File: config.mk
export PLATFORM = sky130hd
export DESIGN_NAME = ppm_control_status
export DESIGN_NICKNAME = d
export VERILOG_FILES = /design/src/rtl/ppm_pkg.sv /design/src/rtl/ppm_control_status.sv
export SDC_FILE = /design/constraint.sdc
export NUM_CORES = 1
export LEC_CHECK = 0
export BUFFER_PORTS_ARGS = -buffer_cell sky130_fd_sc_hd__buf_2
export CELL_PAD_IN_SITES_DETAIL_PLACEMENT = 0
export CELL_PAD_IN_SITES_GLOBAL_PLACEMENT = 2
export CORE_ASPECT_RATIO = 2
export CORE_MARGIN = 4
export CORE_UTILIZATION = 20
export CTS_BUF_LIST = sky130_fd_sc_hd__clkbuf_8
export DETAILED_ROUTE_END_ITERATION = 7
export HOLD_SLACK_MARGIN = 0.1
export PLACE_DENSITY_LB_ADDON = 0.1
export SLEW_MARGIN = 40
export SYNTH_ARGS = -nofsm -noshare
export SYNTH_HDL_FRONTEND = slang
export SYNTH_SLANG_ARGS = --single-unit
export TNS_END_PERCENT = 30
File: constraint.sdc
create_clock -name clk_in -period 2.7 [get_ports clk_in]
set_clock_uncertainty 0.05 [all_clocks]
set_input_delay 0.405 -clock clk_in [delete_from_list [all_inputs] [get_ports clk_in]]
set_output_delay 0.405 -clock clk_in [all_outputs]
set_load 0.005 [all_outputs]
File: src/rtl/ppm_pkg.sv
package ppm_pkg;
  // ----------------------------------------
  // Configuration word layout
  // ----------------------------------------
  localparam logic [7:0] PPM_CAP_OFFSET  = 8'h34;
  localparam logic [7:0] PPM_CSR_OFFSET  = 8'h38;
  localparam logic [1:0] PPM_PS_LSB      = 2'h0;
  localparam logic [3:0] PPM_WEE_BIT     = 4'h8;
  localparam logic [3:0] PPM_DSEL_LSB    = 4'h9;
  localparam logic [3:0] PPM_DSCALE_LSB  = 4'hD;
  localparam logic [3:0] PPM_WES_BIT     = 4'hF;
  localparam logic [2:0] PPM_BPCC_BIT    = 3'h7;
  localparam logic [2:0] PPM_B2B3_BIT    = 3'h6;
  localparam logic [4:0] PPM_WAKE_CAP_NONE = 5'h00;
  localparam logic [7:0] PPM_DATA_VALUE  = 8'h00;
  localparam logic [7:0] PPM_BSE_VALUE   = 8'h00;
  localparam logic [1:0] PPM_DSCALE_VALUE = 2'h0;
  localparam logic [3:0] PPM_DSEL_RESET  = 4'h0;

  // Power state encodings
  typedef enum logic [1:0]
  {
    PPM_D0    = 2'h0,
    PPM_D1    = 2'h1,
    PPM_D2    = 2'h2,
    PPM_D3HOT = 2'h3
  } ppm_pstate_e;

  // Secondary bus states, one-hot
  typedef enum logic [3:0]
  {
    PPM_B0 = 4'h1,
    PPM_B1 = 4'h2,
    PPM_B2 = 4'h4,
    PPM_B3 = 4'h8
  } ppm_bus_e;
endpackage : ppm_pkg

File: src/rtl/ppm_control_status.sv
module ppm_control_status
#(
  parameter logic [4:0] WAKE_CAP        = 5'h19,
  parameter bit         D1_SUPPORT      = 1'b1,
  parameter bit         D2_SUPPORT      = 1'b1,
  parameter bit         BUS_CTRL_ENABLE = 1'b0,
  parameter bit         D3HOT_STOP_CLK  = 1'b0
)
(
  input  wire logic        clk_in,
  input  wire logic        srst_in,
  input  wire logic        wake_d3cold_in,
  input  wire logic        cfg_wr_in,
  input  wire logic        cfg_rd_in,
  input  wire logic [7:0]  cfg_addr_in,
  input  wire logic [3:0]  cfg_be_in,
  input  wire logic [31:0] cfg_wdata_in,
  input  wire logic        wake_cond_in,
  output logic [31:0]      cfg_rdata_out,
  output logic             cfg_ack_out,
  output logic             wake_n_out,
  output logic [1:0]       power_state_out,
  output logic             sec_clk_stop_out,
  output logic             sec_power_off_out
);
  import ppm_pkg::*;

  // ----------------------------------------
  // State
  // ----------------------------------------
  logic [1:0]  power_state_reg;
  logic        wake_event_enable_reg;
  logic        wake_event_status_reg;
  logic [3:0]  data_select_reg;
  logic        sticky_mode_reg;
  logic        first_reg;
  logic [31:0] rdata_reg;
  logic        ack_reg;
  logic        wake_n_reg;
  logic        clk_stop_reg;
  logic        power_off_reg;
  ppm_bus_e    bus_state;

  // ----------------------------------------
  // Support check
  // ----------------------------------------
  // Power state support check, used by the write decode only
  // D0 and D3hot are mandatory, so only D1 and D2 depend on build options
  function automatic logic ppm_supported(input logic [1:0] st);
    ppm_supported = (st == PPM_D0) || (st == PPM_D3HOT) ||
                    ((st == PPM_D1) && D1_SUPPORT) ||
                    ((st == PPM_D2) && D2_SUPPORT);
  endfunction : ppm_supported

  // ----------------------------------------
  // Decode
  // ----------------------------------------
  wire        csr_hit     = (cfg_addr_in == PPM_CSR_OFFSET);
  wire        wr_lo       = cfg_wr_in && csr_hit && cfg_be_in[0];
  wire        wr_hi       = cfg_wr_in && csr_hit && cfg_be_in[1];
  wire [1:0]  ps_wdata    = cfg_wdata_in[PPM_PS_LSB +: 2];
  wire        ps_load     = wr_lo && ppm_supported(ps_wdata);
  wire        wake_capable = (WAKE_CAP != PPM_WAKE_CAP_NONE);
  wire        wee_load    = wr_hi && wake_capable;
  wire        wes_clear   = wr_hi && cfg_wdata_in[PPM_WES_BIT];
  wire        wes_next    = wake_cond_in || (wake_event_status_reg && !wes_clear);
  wire        wake_assert = wes_next && wake_event_enable_reg;
  // bridge byte from build options
  // Enable and action bits mirror the hardwired bus policy, so software
  // sees exactly what the secondary bus logic does; low bits reserved
  wire        bse_en_bit  = BUS_CTRL_ENABLE;
  wire        bse_act_bit = BUS_CTRL_ENABLE && D3HOT_STOP_CLK;
  wire [7:0]  bse_byte    = {bse_en_bit, bse_act_bit, PPM_BSE_VALUE[5:0]};
  wire [15:0] csr_word    = {wake_event_status_reg, PPM_DSCALE_VALUE, data_select_reg,
                             wake_event_enable_reg, 6'h00, power_state_reg};
  wire [31:0] read_word   = csr_hit ? {PPM_DATA_VALUE, bse_byte, csr_word} : 32'h0000_0000;

  // ----------------------------------------
  // Secondary bus mapping
  // ----------------------------------------
  // Only meaningful for a bridge configuration; otherwise the outputs idle
  always_comb
  begin
    case (power_state_reg)
      PPM_D0:    bus_state = PPM_B0;
      PPM_D1:    bus_state = PPM_B1;
      PPM_D2:    bus_state = PPM_B2;
      PPM_D3HOT: bus_state = D3HOT_STOP_CLK ? PPM_B2 : PPM_B3;
      default:   bus_state = PPM_B0;
    endcase
  end

  wire bus_stop = BUS_CTRL_ENABLE && (bus_state == PPM_B2 || bus_state == PPM_B3);
  wire bus_off  = BUS_CTRL_ENABLE && (bus_state == PPM_B3);

  // ----------------------------------------
  // Registers
  // ----------------------------------------
  // ----------------------------------------
  // Wake-from-D3cold strap
  // ----------------------------------------
  // Strap caught at the first edge after reset release; it only matters
  // to the next reset, so a strap that moves mid-run changes nothing now
  always_ff @(posedge clk_in)
  begin
    first_reg <= srst_in;
    if (!srst_in && first_reg)
      sticky_mode_reg <= wake_d3cold_in;
  end

  // Keep wake bits only when captured mode and live strap agree; at
  // power-up the mode is unknown, and a low strap must still clear them
  wire keep_wake = sticky_mode_reg && wake_d3cold_in;

  // ----------------------------------------
  // Wake bits
  // ----------------------------------------
  // Wake bits: sticky across reset in D3cold mode
  always_ff @(posedge clk_in)
  begin
    if (srst_in && !keep_wake)
    begin
      wake_event_enable_reg <= 1'b0;
      wake_event_status_reg <= 1'b0;
    end
    else if (!srst_in)
    begin
      if (wee_load)
        wake_event_enable_reg <= cfg_wdata_in[PPM_WEE_BIT];
      wake_event_status_reg <= wes_next;
    end
  end

  // ----------------------------------------
  // Power state and bus side
  // ----------------------------------------
  // Power state, data select and bus side
  // Bus outputs lag the state by one edge; cheaper than a combinational
  // path to the pins, and the secondary bus cannot react faster anyway
  always_ff @(posedge clk_in)
  begin
    if (srst_in)
    begin
      power_state_reg <= PPM_D0;
      data_select_reg <= PPM_DSEL_RESET;
      wake_n_reg      <= 1'b1;
      clk_stop_reg    <= 1'b0;
      power_off_reg   <= 1'b0;
    end
    else
    begin
      if (ps_load)
        power_state_reg <= ps_wdata;
      if (wr_hi)
        data_select_reg <= cfg_wdata_in[PPM_DSEL_LSB +: 4];
      wake_n_reg    <= !wake_assert;
      clk_stop_reg  <= bus_stop;
      power_off_reg <= bus_off;
    end
  end

  // ----------------------------------------
  // Access answer
  // ----------------------------------------
  // Access answer, one cycle after the strobe
  // Read data is zero outside the answer cycle so a stale word never leaks
  always_ff @(posedge clk_in)
  begin
    if (srst_in)
    begin
      ack_reg   <= 1'b0;
      rdata_reg <= 32'h0000_0000;
    end
    else
    begin
      ack_reg   <= cfg_wr_in || cfg_rd_in;
      rdata_reg <= cfg_rd_in ? read_word : 32'h0000_0000;
    end
  end

  // ----------------------------------------
  // Outputs
  // ----------------------------------------
  // Every output is a flop, straight to the pin
  assign cfg_rdata_out     = rdata_reg;
  assign cfg_ack_out       = ack_reg;
  assign wake_n_out        = wake_n_reg;
  assign power_state_out   = power_state_reg;
  assign sec_clk_stop_out  = clk_stop_reg;
  assign sec_power_off_out = power_off_reg;
endmodule : ppm_control_status

==> metrics.yaml, run 1 <==
status: "complete, no violations"
postCtsResizedCells: 0
p_comb_frac: 0.094
grt_first_pass_wirelength_mm: 3.70
post-place-ws_ns: 0.723
dr_total_vias: 763
path_class: "in -> reg"
grt_start_max_net_pins: 16
yosysTopAreaCell: "dfxtp_1"
area_growth_pct: 20.9
antenna_found_initial: 0
nets: 191
cp-end-kind: "flip-flop"
ys_ff_latch: 20
clock_latency_ns: 0.26
synthArstFlopShare: 0
dieArea_um2: 5950
drv_slew: 0
wl_mm: 2.39
fin_util: 0.248
crit_path_max_fanout: 2
antenna_cells: 0
dieHeight_um: 105
arrival_ns: 1.80
hold_viol: 0
yosysSeqAreaShare: 0.434
finalSetupViolCount: 0
post_cts_buffers: 0
fin_crit_sh: 0.628
synth_top_flop_cell: "dfxtp_1"
worst_setup_path_start_kind: "primary input"
peakVddDrop_mv: 0.209
setup_slack_ns: 1.00
power_density_nw_per_um2: 480
largest_reg_flops: 8
place_area_um2: 1100
fp-row-count: 35
p_leak_nw: 0.530
post-route-drc-count: 0
power.share.clock: 0.353
netlist_instances: 102
yosys_warnings: 0
hpwl_mm: 2.02
drive_above_1_share: 0.293
hold_path_class: "in -> reg"
netlist-cell-type-count: 24
period_minus_slack_ns: 1.70
coreArea_um2: 4600
cts.sinks: 20
drtIter0Drc: 11
port_buffers: 35
netlist_area_um2: 945
yosys-top-cells-count: "buf_4 (26), dfxtp_1 (19), and2_1 (10), nand4_1 (7), o31ai_1 (7)"
pwr-share-seq: 0.553
cts_tree: "yes"
p_switching_w: 0.000126
required_ns: 2.80
io_pins: 88
synth.most_common_cell: "buf_4"
worstSetupStartpoint: "cfg_addr_in[7]"
cts_buffers: 3
cts.path.max_buffers: 2
vias_per_cell: 3.91
drv_cap: 0
grt_pass1_vias: 759
final_area_um2: 1140
dp.cells: 191
dieWidth_um: 56.6
wl_per_cell_um: 12.2
grt_setup_unrepaired: "false"
min-delay-start: "wake_d3cold_in"
p_int_w: 0.000423
grt_use_total: 0.0818
cts_hold_buffers: 0
clock-root-buffer: "clkbuf_8"
synth_enable_flop_cells: 1
fin_cells: 195
syn_avg_cell_area_um2: 9.26
synth.area.top_cells: "dfxtp_1 (40%), buf_4 (21%), and2_1 (6.6%)"
place_congestion: 0.703
ant_nets: 0
htreeDepth: 1
initial_utilization: 0.205
p_sw_frac: 0.230
clkTransAtPathRegs_ns: 0.07
fill_cells: 524
firstDrtPassIters: 3
fmax_ghz: 0.590
synth_top_area_frac: 0.403
overflow: 0
r2r-start: "sticky_mode_reg"
finalSetupTns_ns: 0
==> worst max-delay path, stage by stage <==
cell and delay (ns):
buf_2 0.10, or4_1 0.55, or4_1 0.48, a32o_1 0.26
==> area by class of cell <==
class | count | area, um^2 | area share
multi-input cells | 76 | 413 | 0.361
flip-flops and latches | 20 | 410 | 0.359
repair buffers | 38 | 198 | 0.173
well taps | 55 | 68.8 | 0.0602
clock buffers | 3 | 41.3 | 0.0361
inverters | 2 | 7.51 | 0.00657
clock inverters | 1 | 3.75 | 0.00329
==> power groups by stage <==
stage / sequential (W) / clock [W] / combinational (W)
6_report: 0.000303 / 0.000193 / 0.0000517
3_5_place_dp: 0.000310 / 0 / 0.0000510
3_3_place_gp: 0.000310 / 0 / 0.0000509
2_1_floorplan: 0.000310 / 0 / 0.0000502
5_1_grt: 0.000304 / 0.000220 / 0.0000587
4_1_cts: 0.000303 / 0.000204 / 0.0000513
==> cell families (layout without fill, tap and decap cells) <==
family | after synthesis | count (layout) | share of synthesized area
buffers and inverters | 31 | 44 | 0.228
other | 1 | 26 | 0.00397
flip-flops | 20 | 20 | 0.434
AND/OR/NAND/NOR | 33 | 33 | 0.212
AO/OA/AOI/OAI | 17 | 17 | 0.122
==> stage by stage <==
step                      hold slack (ns)  power (W)
after global routing                0.293   0.000583
after CTS                           0.303   0.000559
after detailed placement            0.398   0.000361
after global placement              0.393   0.000361
after floorplan                     0.380   0.000360
final                               0.306   0.000548
==> final timing paths <==
| check | endpoint | slack [ns] | cells after the start |
|---|---|---|---|
| setup / recovery | wake_event_status_reg | 1.00 | 4 |
| hold / removal | sticky_mode_reg | 0.31 | 1 |
| setup reg to reg | wake_event_status_reg | 1.77 | 3 |
| hold reg to reg | cfg_rdata_out[11] | 0.41 | 1 |
==> placed cells by master (no fill, tap or decap), types with 2 or more instances in the layout <==
cell type   n
a21oi_1     6
nand3_1     2
clkbuf_8    3
o31ai_1     7
inv_1       3
nor2_1      2
nand2_1     4
or4_1       2
nor2b_1     2
nand4_1     7
dfxtp_1    19
and2_1     10
conb_1     26
buf_2      35
buf_4       3
==> layer usage <==
| layer | up-vias | routed length, um | GRT usage | part of all wire |
|---|---|---|---|---|
| met2 | 38 | 1310 | 0.155 | 0.55 |
| met1 | 336 | 809 | 0.0777 | 0.34 |
| met4 | 0 | 56 | 0.0407 | 0.023 |
| met5 | - | 0 | 0 | 0 |
| li1 | 384 | - | - | - |
| met3 | 5 | 208 | 0.0198 | 0.087 |
Power figures use the tool's default switching activity.
==> inputs of run 2 (changes only) <==
Settings changed: CORE_UTILIZATION 20 to 17.
Clock period 2.7 ns to 1.5 ns, I/O delays scaled along.
==> metrics.yaml, run 2 (same netlist as run 1, synthesis figures left out) <==
fin_util: 0.224
rrSetupSlack_ns: 0.57
dieWidth_um: 60.7
crit_buf_inv: 1
arrival_ns: 1.56
required_ns: 1.60
total_power_w: 0.00119
final_common_cell: "buf_2"
clkTransAtPathRegs_ns: 0.08
clock-root-buffer: "clkbuf_8"
port_buffers: 35
cts.path.max_buffers: 2
cts.sinks: 20
antenna_cells: 0
vias_per_cell: 3.90
overflow: 0
initial_utilization: 0.174
grt_first_pass_wirelength_mm: 3.95
hold_end: "sticky_mode_reg"
nets: 195
p_leak_nw: 0.561
post-route-drc-count: 0
cp_cell_sequence: "buf_2, or4_4, or4_1, a32o_1"
place_congestion: 0.657
drv_cap: 0
finalSetupViolCount: 0
status: "complete, no violations"
drv_slew: 0
power_density_nw_per_um2: 979
layout_common_cells: "buf_2 (35), conb_1 (26), dfxtp_1 (19)"
dieHeight_um: 113
hold_path_class: "in -> reg"
wl_per_cell_um: 13.3
largest_reg_flops: 8
grt_use_total: 0.0793
io_pins: 88
hold_depth: 1
cts_tree: "yes"
fin_crit_sh: 0.969
htreeDepth: 1
cp-end-kind: "flip-flop"
grt_setup_unrepaired: "false"
dp.cells: 200
ant_nets: 0
grt_start_max_net_pins: 14
hpwl_mm: 2.30
r2r-start: "sticky_mode_reg"
fin_cells: 204
post_cts_buffers: 0
dr_total_vias: 795
cts_buffers: 3
hold_viol: 0
worst_setup_path_start_kind: "primary input"
period_minus_slack_ns: 1.45
cts_hold_buffers: 0
ff2ff_path_depth: 3
crit_path_max_incr_delay_ns: 0.53
drtIter0Drc: 7
clock_latency_ns: 0.26
path_class: "in -> reg"
drive_above_1_share: 0.333
wl_mm: 2.72
area_growth_pct: 28.6
postCtsResizedCells: 0
min-delay-start: "wake_d3cold_in"
fp-row-count: 38
r2r-end: "wake_event_status_reg"
crit_family: "simple AND/OR/NAND/NOR gates"
crit_path_max_fanout: 2
crit_slowest_cell: "or4_4"
peakVddDrop_mv: 0.533
grt_pass1_vias: 783
dieArea_um2: 6890
coreArea_um2: 5420
firstDrtPassIters: 5
fmax_ghz: 0.688
antenna_found_initial: 0
[run 2: changes by cell type in the layout (fill, tap and decap cells not counted), sizes merged]
cell	change
bufinv	+1
buf	+4
inv	-1
[run 2: worst max path at each step]
stage                    from                    end  cells after the start
4_1_cts        cfg_addr_in[7]  wake_event_status_reg                      4
3_3_place_gp   cfg_addr_in[7]  wake_event_status_reg                      4
6_report       cfg_addr_in[7]  wake_event_status_reg                      4
3_5_place_dp   cfg_addr_in[7]  wake_event_status_reg                      4
5_1_grt        cfg_addr_in[7]  wake_event_status_reg                      4
2_1_floorplan  cfg_addr_in[7]  wake_event_status_reg                      4
[run 2: area by class of cell]
class	instances	area [um^2]
Fill cell	635	4210
Multi-Input combinational cell	76	423
Sequential cell	20	410
Timing Repair Buffer	42	228
Tap cell	60	75.1
Clock buffer	3	41.3
Clock inverter	1	30.0
Inverter	2	7.51
[run 2: worst reg2reg max path, delay by kind of cell, from the launching register on]
kind | cells | cell delay [ns]
flip-flops | 1 | 0.39
AND/OR/NAND/NOR | 2 | 0.15
AO/OA/AOI/OAI | 1 | 0.24
[run 2: report_power, final]
| group | total [W] | leakage, nW | switching [W] | internal [W] |
|---|---|---|---|---|
| logic | 0.000102 | 0.362 | 0.0000599 | 0.0000419 |
| clock network | 0.000541 | 0.0357 | 0.000185 | 0.000356 |
| registers | 0.000547 | 0.164 | 0.00000454 | 0.000542 |
[run 2: metal layers]
layer | up-vias | global-route usage | wire length [um]
li1 | 392 | - | -
met1 | 357 | 0.0682 | 807
met2 | 41 | 0.150 | 1600
met3 | 5 | 0.0238 | 248
met4 | 0 | 0.0434 | 60
met5 | - | 0 | 0
[run 2: through the flow]
step	TNS, ns	cell area [um^2]	worst slack [ns]	hold slack, ns
finish	0	1210	0.0471	0.118
global route	0	1210	0.0444	0.117
CTS	0	1210	0.0422	0.117
detailed placement	-1.14	1140	-0.242	0.397
global placement	-0.937	1140	-0.228	0.389
floorplan	-0.216	1050	-0.216	0.203
==> inputs of run 3 (changes only) <==
Settings changed: ABC_AREA set to 1, CORE_UTILIZATION 17 to 16.
==> metrics.yaml, run 3 <==
dieArea_um2: 7180
met1_usage: 0.0481
worst_setup_path_start_kind: "primary input"
fp-row-count: 39
synth.area.top_cells: "dfxtp_1 (41%), buf_4 (21%), nor2_1 (7.7%)"
post-place-ws_ns: 0.116
cp_cell_sequence: "buf_2, nor2_1, nand2_1, nor2_2, nand3_1, nor2_1"
total_power_w: 0.00117
coreArea_um2: 5660
cts_hold_buffers: 0
io_pins: 88
synth_enable_flop_cells: 1
busiest_layer: "met2"
cp-end-kind: "flip-flop"
fin_util: 0.205
whs_ns: 0.113
synth_top_area_frac: 0.409
post-route-drc-count: 0
vias_per_cell: 3.48
dieHeight_um: 116
crit_path_max_fanout: 8
crit_path_max_incr_delay_ns: 0.31
nets: 206
path_class: "in -> reg"
fmax_ghz: 0.963
cts.sinks: 20
clock_latency_ns: 0.26
largest_reg_flops: 8
grt_start_max_net_pins: 13
p_leak_nw: 0.573
cts.path.max_buffers: 2
yosysSeqAreaShare: 0.441
area_growth_pct: 24.9
clkTransAtPathRegs_ns: 0.08
status: "complete, no violations"
grt_setup_unrepaired: "false"
netlist-cell-type-count: 18
fin_crit_sh: 0.692
clock-root-buffer: "clkbuf_8"
hold_viol: 0
met3_usage: 0.0100
cts_tree: "yes"
hpwl_mm: 2.04
ys_ff_latch: 20
finalSetupViolCount: 0
port_buffers: 35
yosys-top-cells-count: "buf_4 (26), dfxtp_1 (19), nor2_1 (19), inv_1 (15), nand2_1 (12)"
yosysTopAreaCell: "dfxtp_1"
cts_buffers: 3
hold_path_class: "in -> reg"
overflow: 0
period_minus_slack_ns: 1.04
dieWidth_um: 61.9
ant_nets: 0
yosys_warnings: 0
grt_use_total: 0.0658
firstDrtPassIters: 3
wl_mm: 2.29
setup_slack_ns: 0.462
synthArstFlopShare: 0
drv_cap: 0
drtIter0Drc: 24
synth.most_common_cell: "buf_4"
crit_slowest_cell: "nand3_1"
netlist_area_um2: 931
wl_per_cell_um: 10.6
post_cts_buffers: 0
drive_above_1_share: 0.290
layout_common_cells: "buf_2 (35), conb_1 (26), nor2_1 (19), dfxtp_1 (19), inv_1 (15)"
dr_total_vias: 751
grt.met2_usage: 0.134
finalSetupTns_ns: 0
required_ns: 1.65
final_common_cell: "buf_2"
drv_slew: 0
htreeDepth: 1
antenna_found_initial: 0
synth_top_flop_cell: "dfxtp_1"
place_congestion: 0.659
netlist_instances: 116
grt_first_pass_wirelength_mm: 3.34
peakVddDrop_mv: 0.422
antenna_cells: 0
syn_avg_cell_area_um2: 8.02
power_density_nw_per_um2: 1010
initial_utilization: 0.164
crit_top_cell: "nor2_1"
arrival_ns: 1.18
postCtsResizedCells: 0
grt_pass1_vias: 782
## run 3: cell types whose count changed in the layout (fill, tap and decap cells not counted), sizes merged, moves of 2 or more
cell   delta
nor2     +19
inv      +13
and2     -10
nand2     +8
o31ai     -7
buf       -5
nand4     -5
o21a      +4
nand3     +3
a21oi     -2
nor2b     -2
o21ai     +2
or4       -2
## run 3: layer usage
metal	vias up	wire length [um]
li1	381	-
met1	325	592
met2	40	1380
met3	5	248
met4	0	73
met5	-	0
## run 3: cells by family (layout without fill, tap and decap cells)
family          Yosys count  in the layout  share of synthesized area
other cells               1             26                    0.00403
buf+inv                  42             56                      0.276
flops                    20             20                      0.441
simple gates             42             42                      0.206
compound gates           11             11                     0.0739
## run 3: critical path, delay by kind of cell
family	cells	cell delay, ns
AND/OR/NAND/NOR	5	0.85
buffers and inverters	1	0.10
## run 3: path summary, 6_finish.rpt
check / from / cells past startpoint / to / slack, ns
setup reg to reg: sticky_mode_reg / 4 / wake_event_enable_reg / 0.74
setup / recovery: cfg_addr_in[1] / 6 / cfg_rdata_out[12] / 0.46
hold / removal: cfg_wdata_in[12] / 2 / data_select_reg[3] / 0.11
hold reg to reg: wake_event_enable_reg / 1 / wake_n_out / 0.36
## run 3: layout make-up
type | count | area, um^2
fillers | 659 | 4500
flip-flops and latches | 20 | 410
inverters | 15 | 56.3
multi-input cells | 79 | 358
clock buffers | 3 | 41.3
repair buffers | 37 | 190
clock inverters | 1 | 30.0
well taps | 61 | 76.3
## run 3: report_power, final
part	internal (W)	switching [W]	total (W)
Clock	0.000356	0.000183	0.000540
Combinational	0.0000347	0.0000521	0.0000868
Sequential	0.000542	0.00000282	0.000545
Total	0.000933	0.000238	0.00117
## run 3: stage by stage
| stage | cells | area (um^2) |
|---|---|---|
| global route | 216 | 1160 |
| global placement | 212 | 1090 |
| finish | 216 | 1160 |
| detailed placement | 212 | 1090 |
| CTS | 216 | 1160 |
| floorplan | 141 | 1020 |
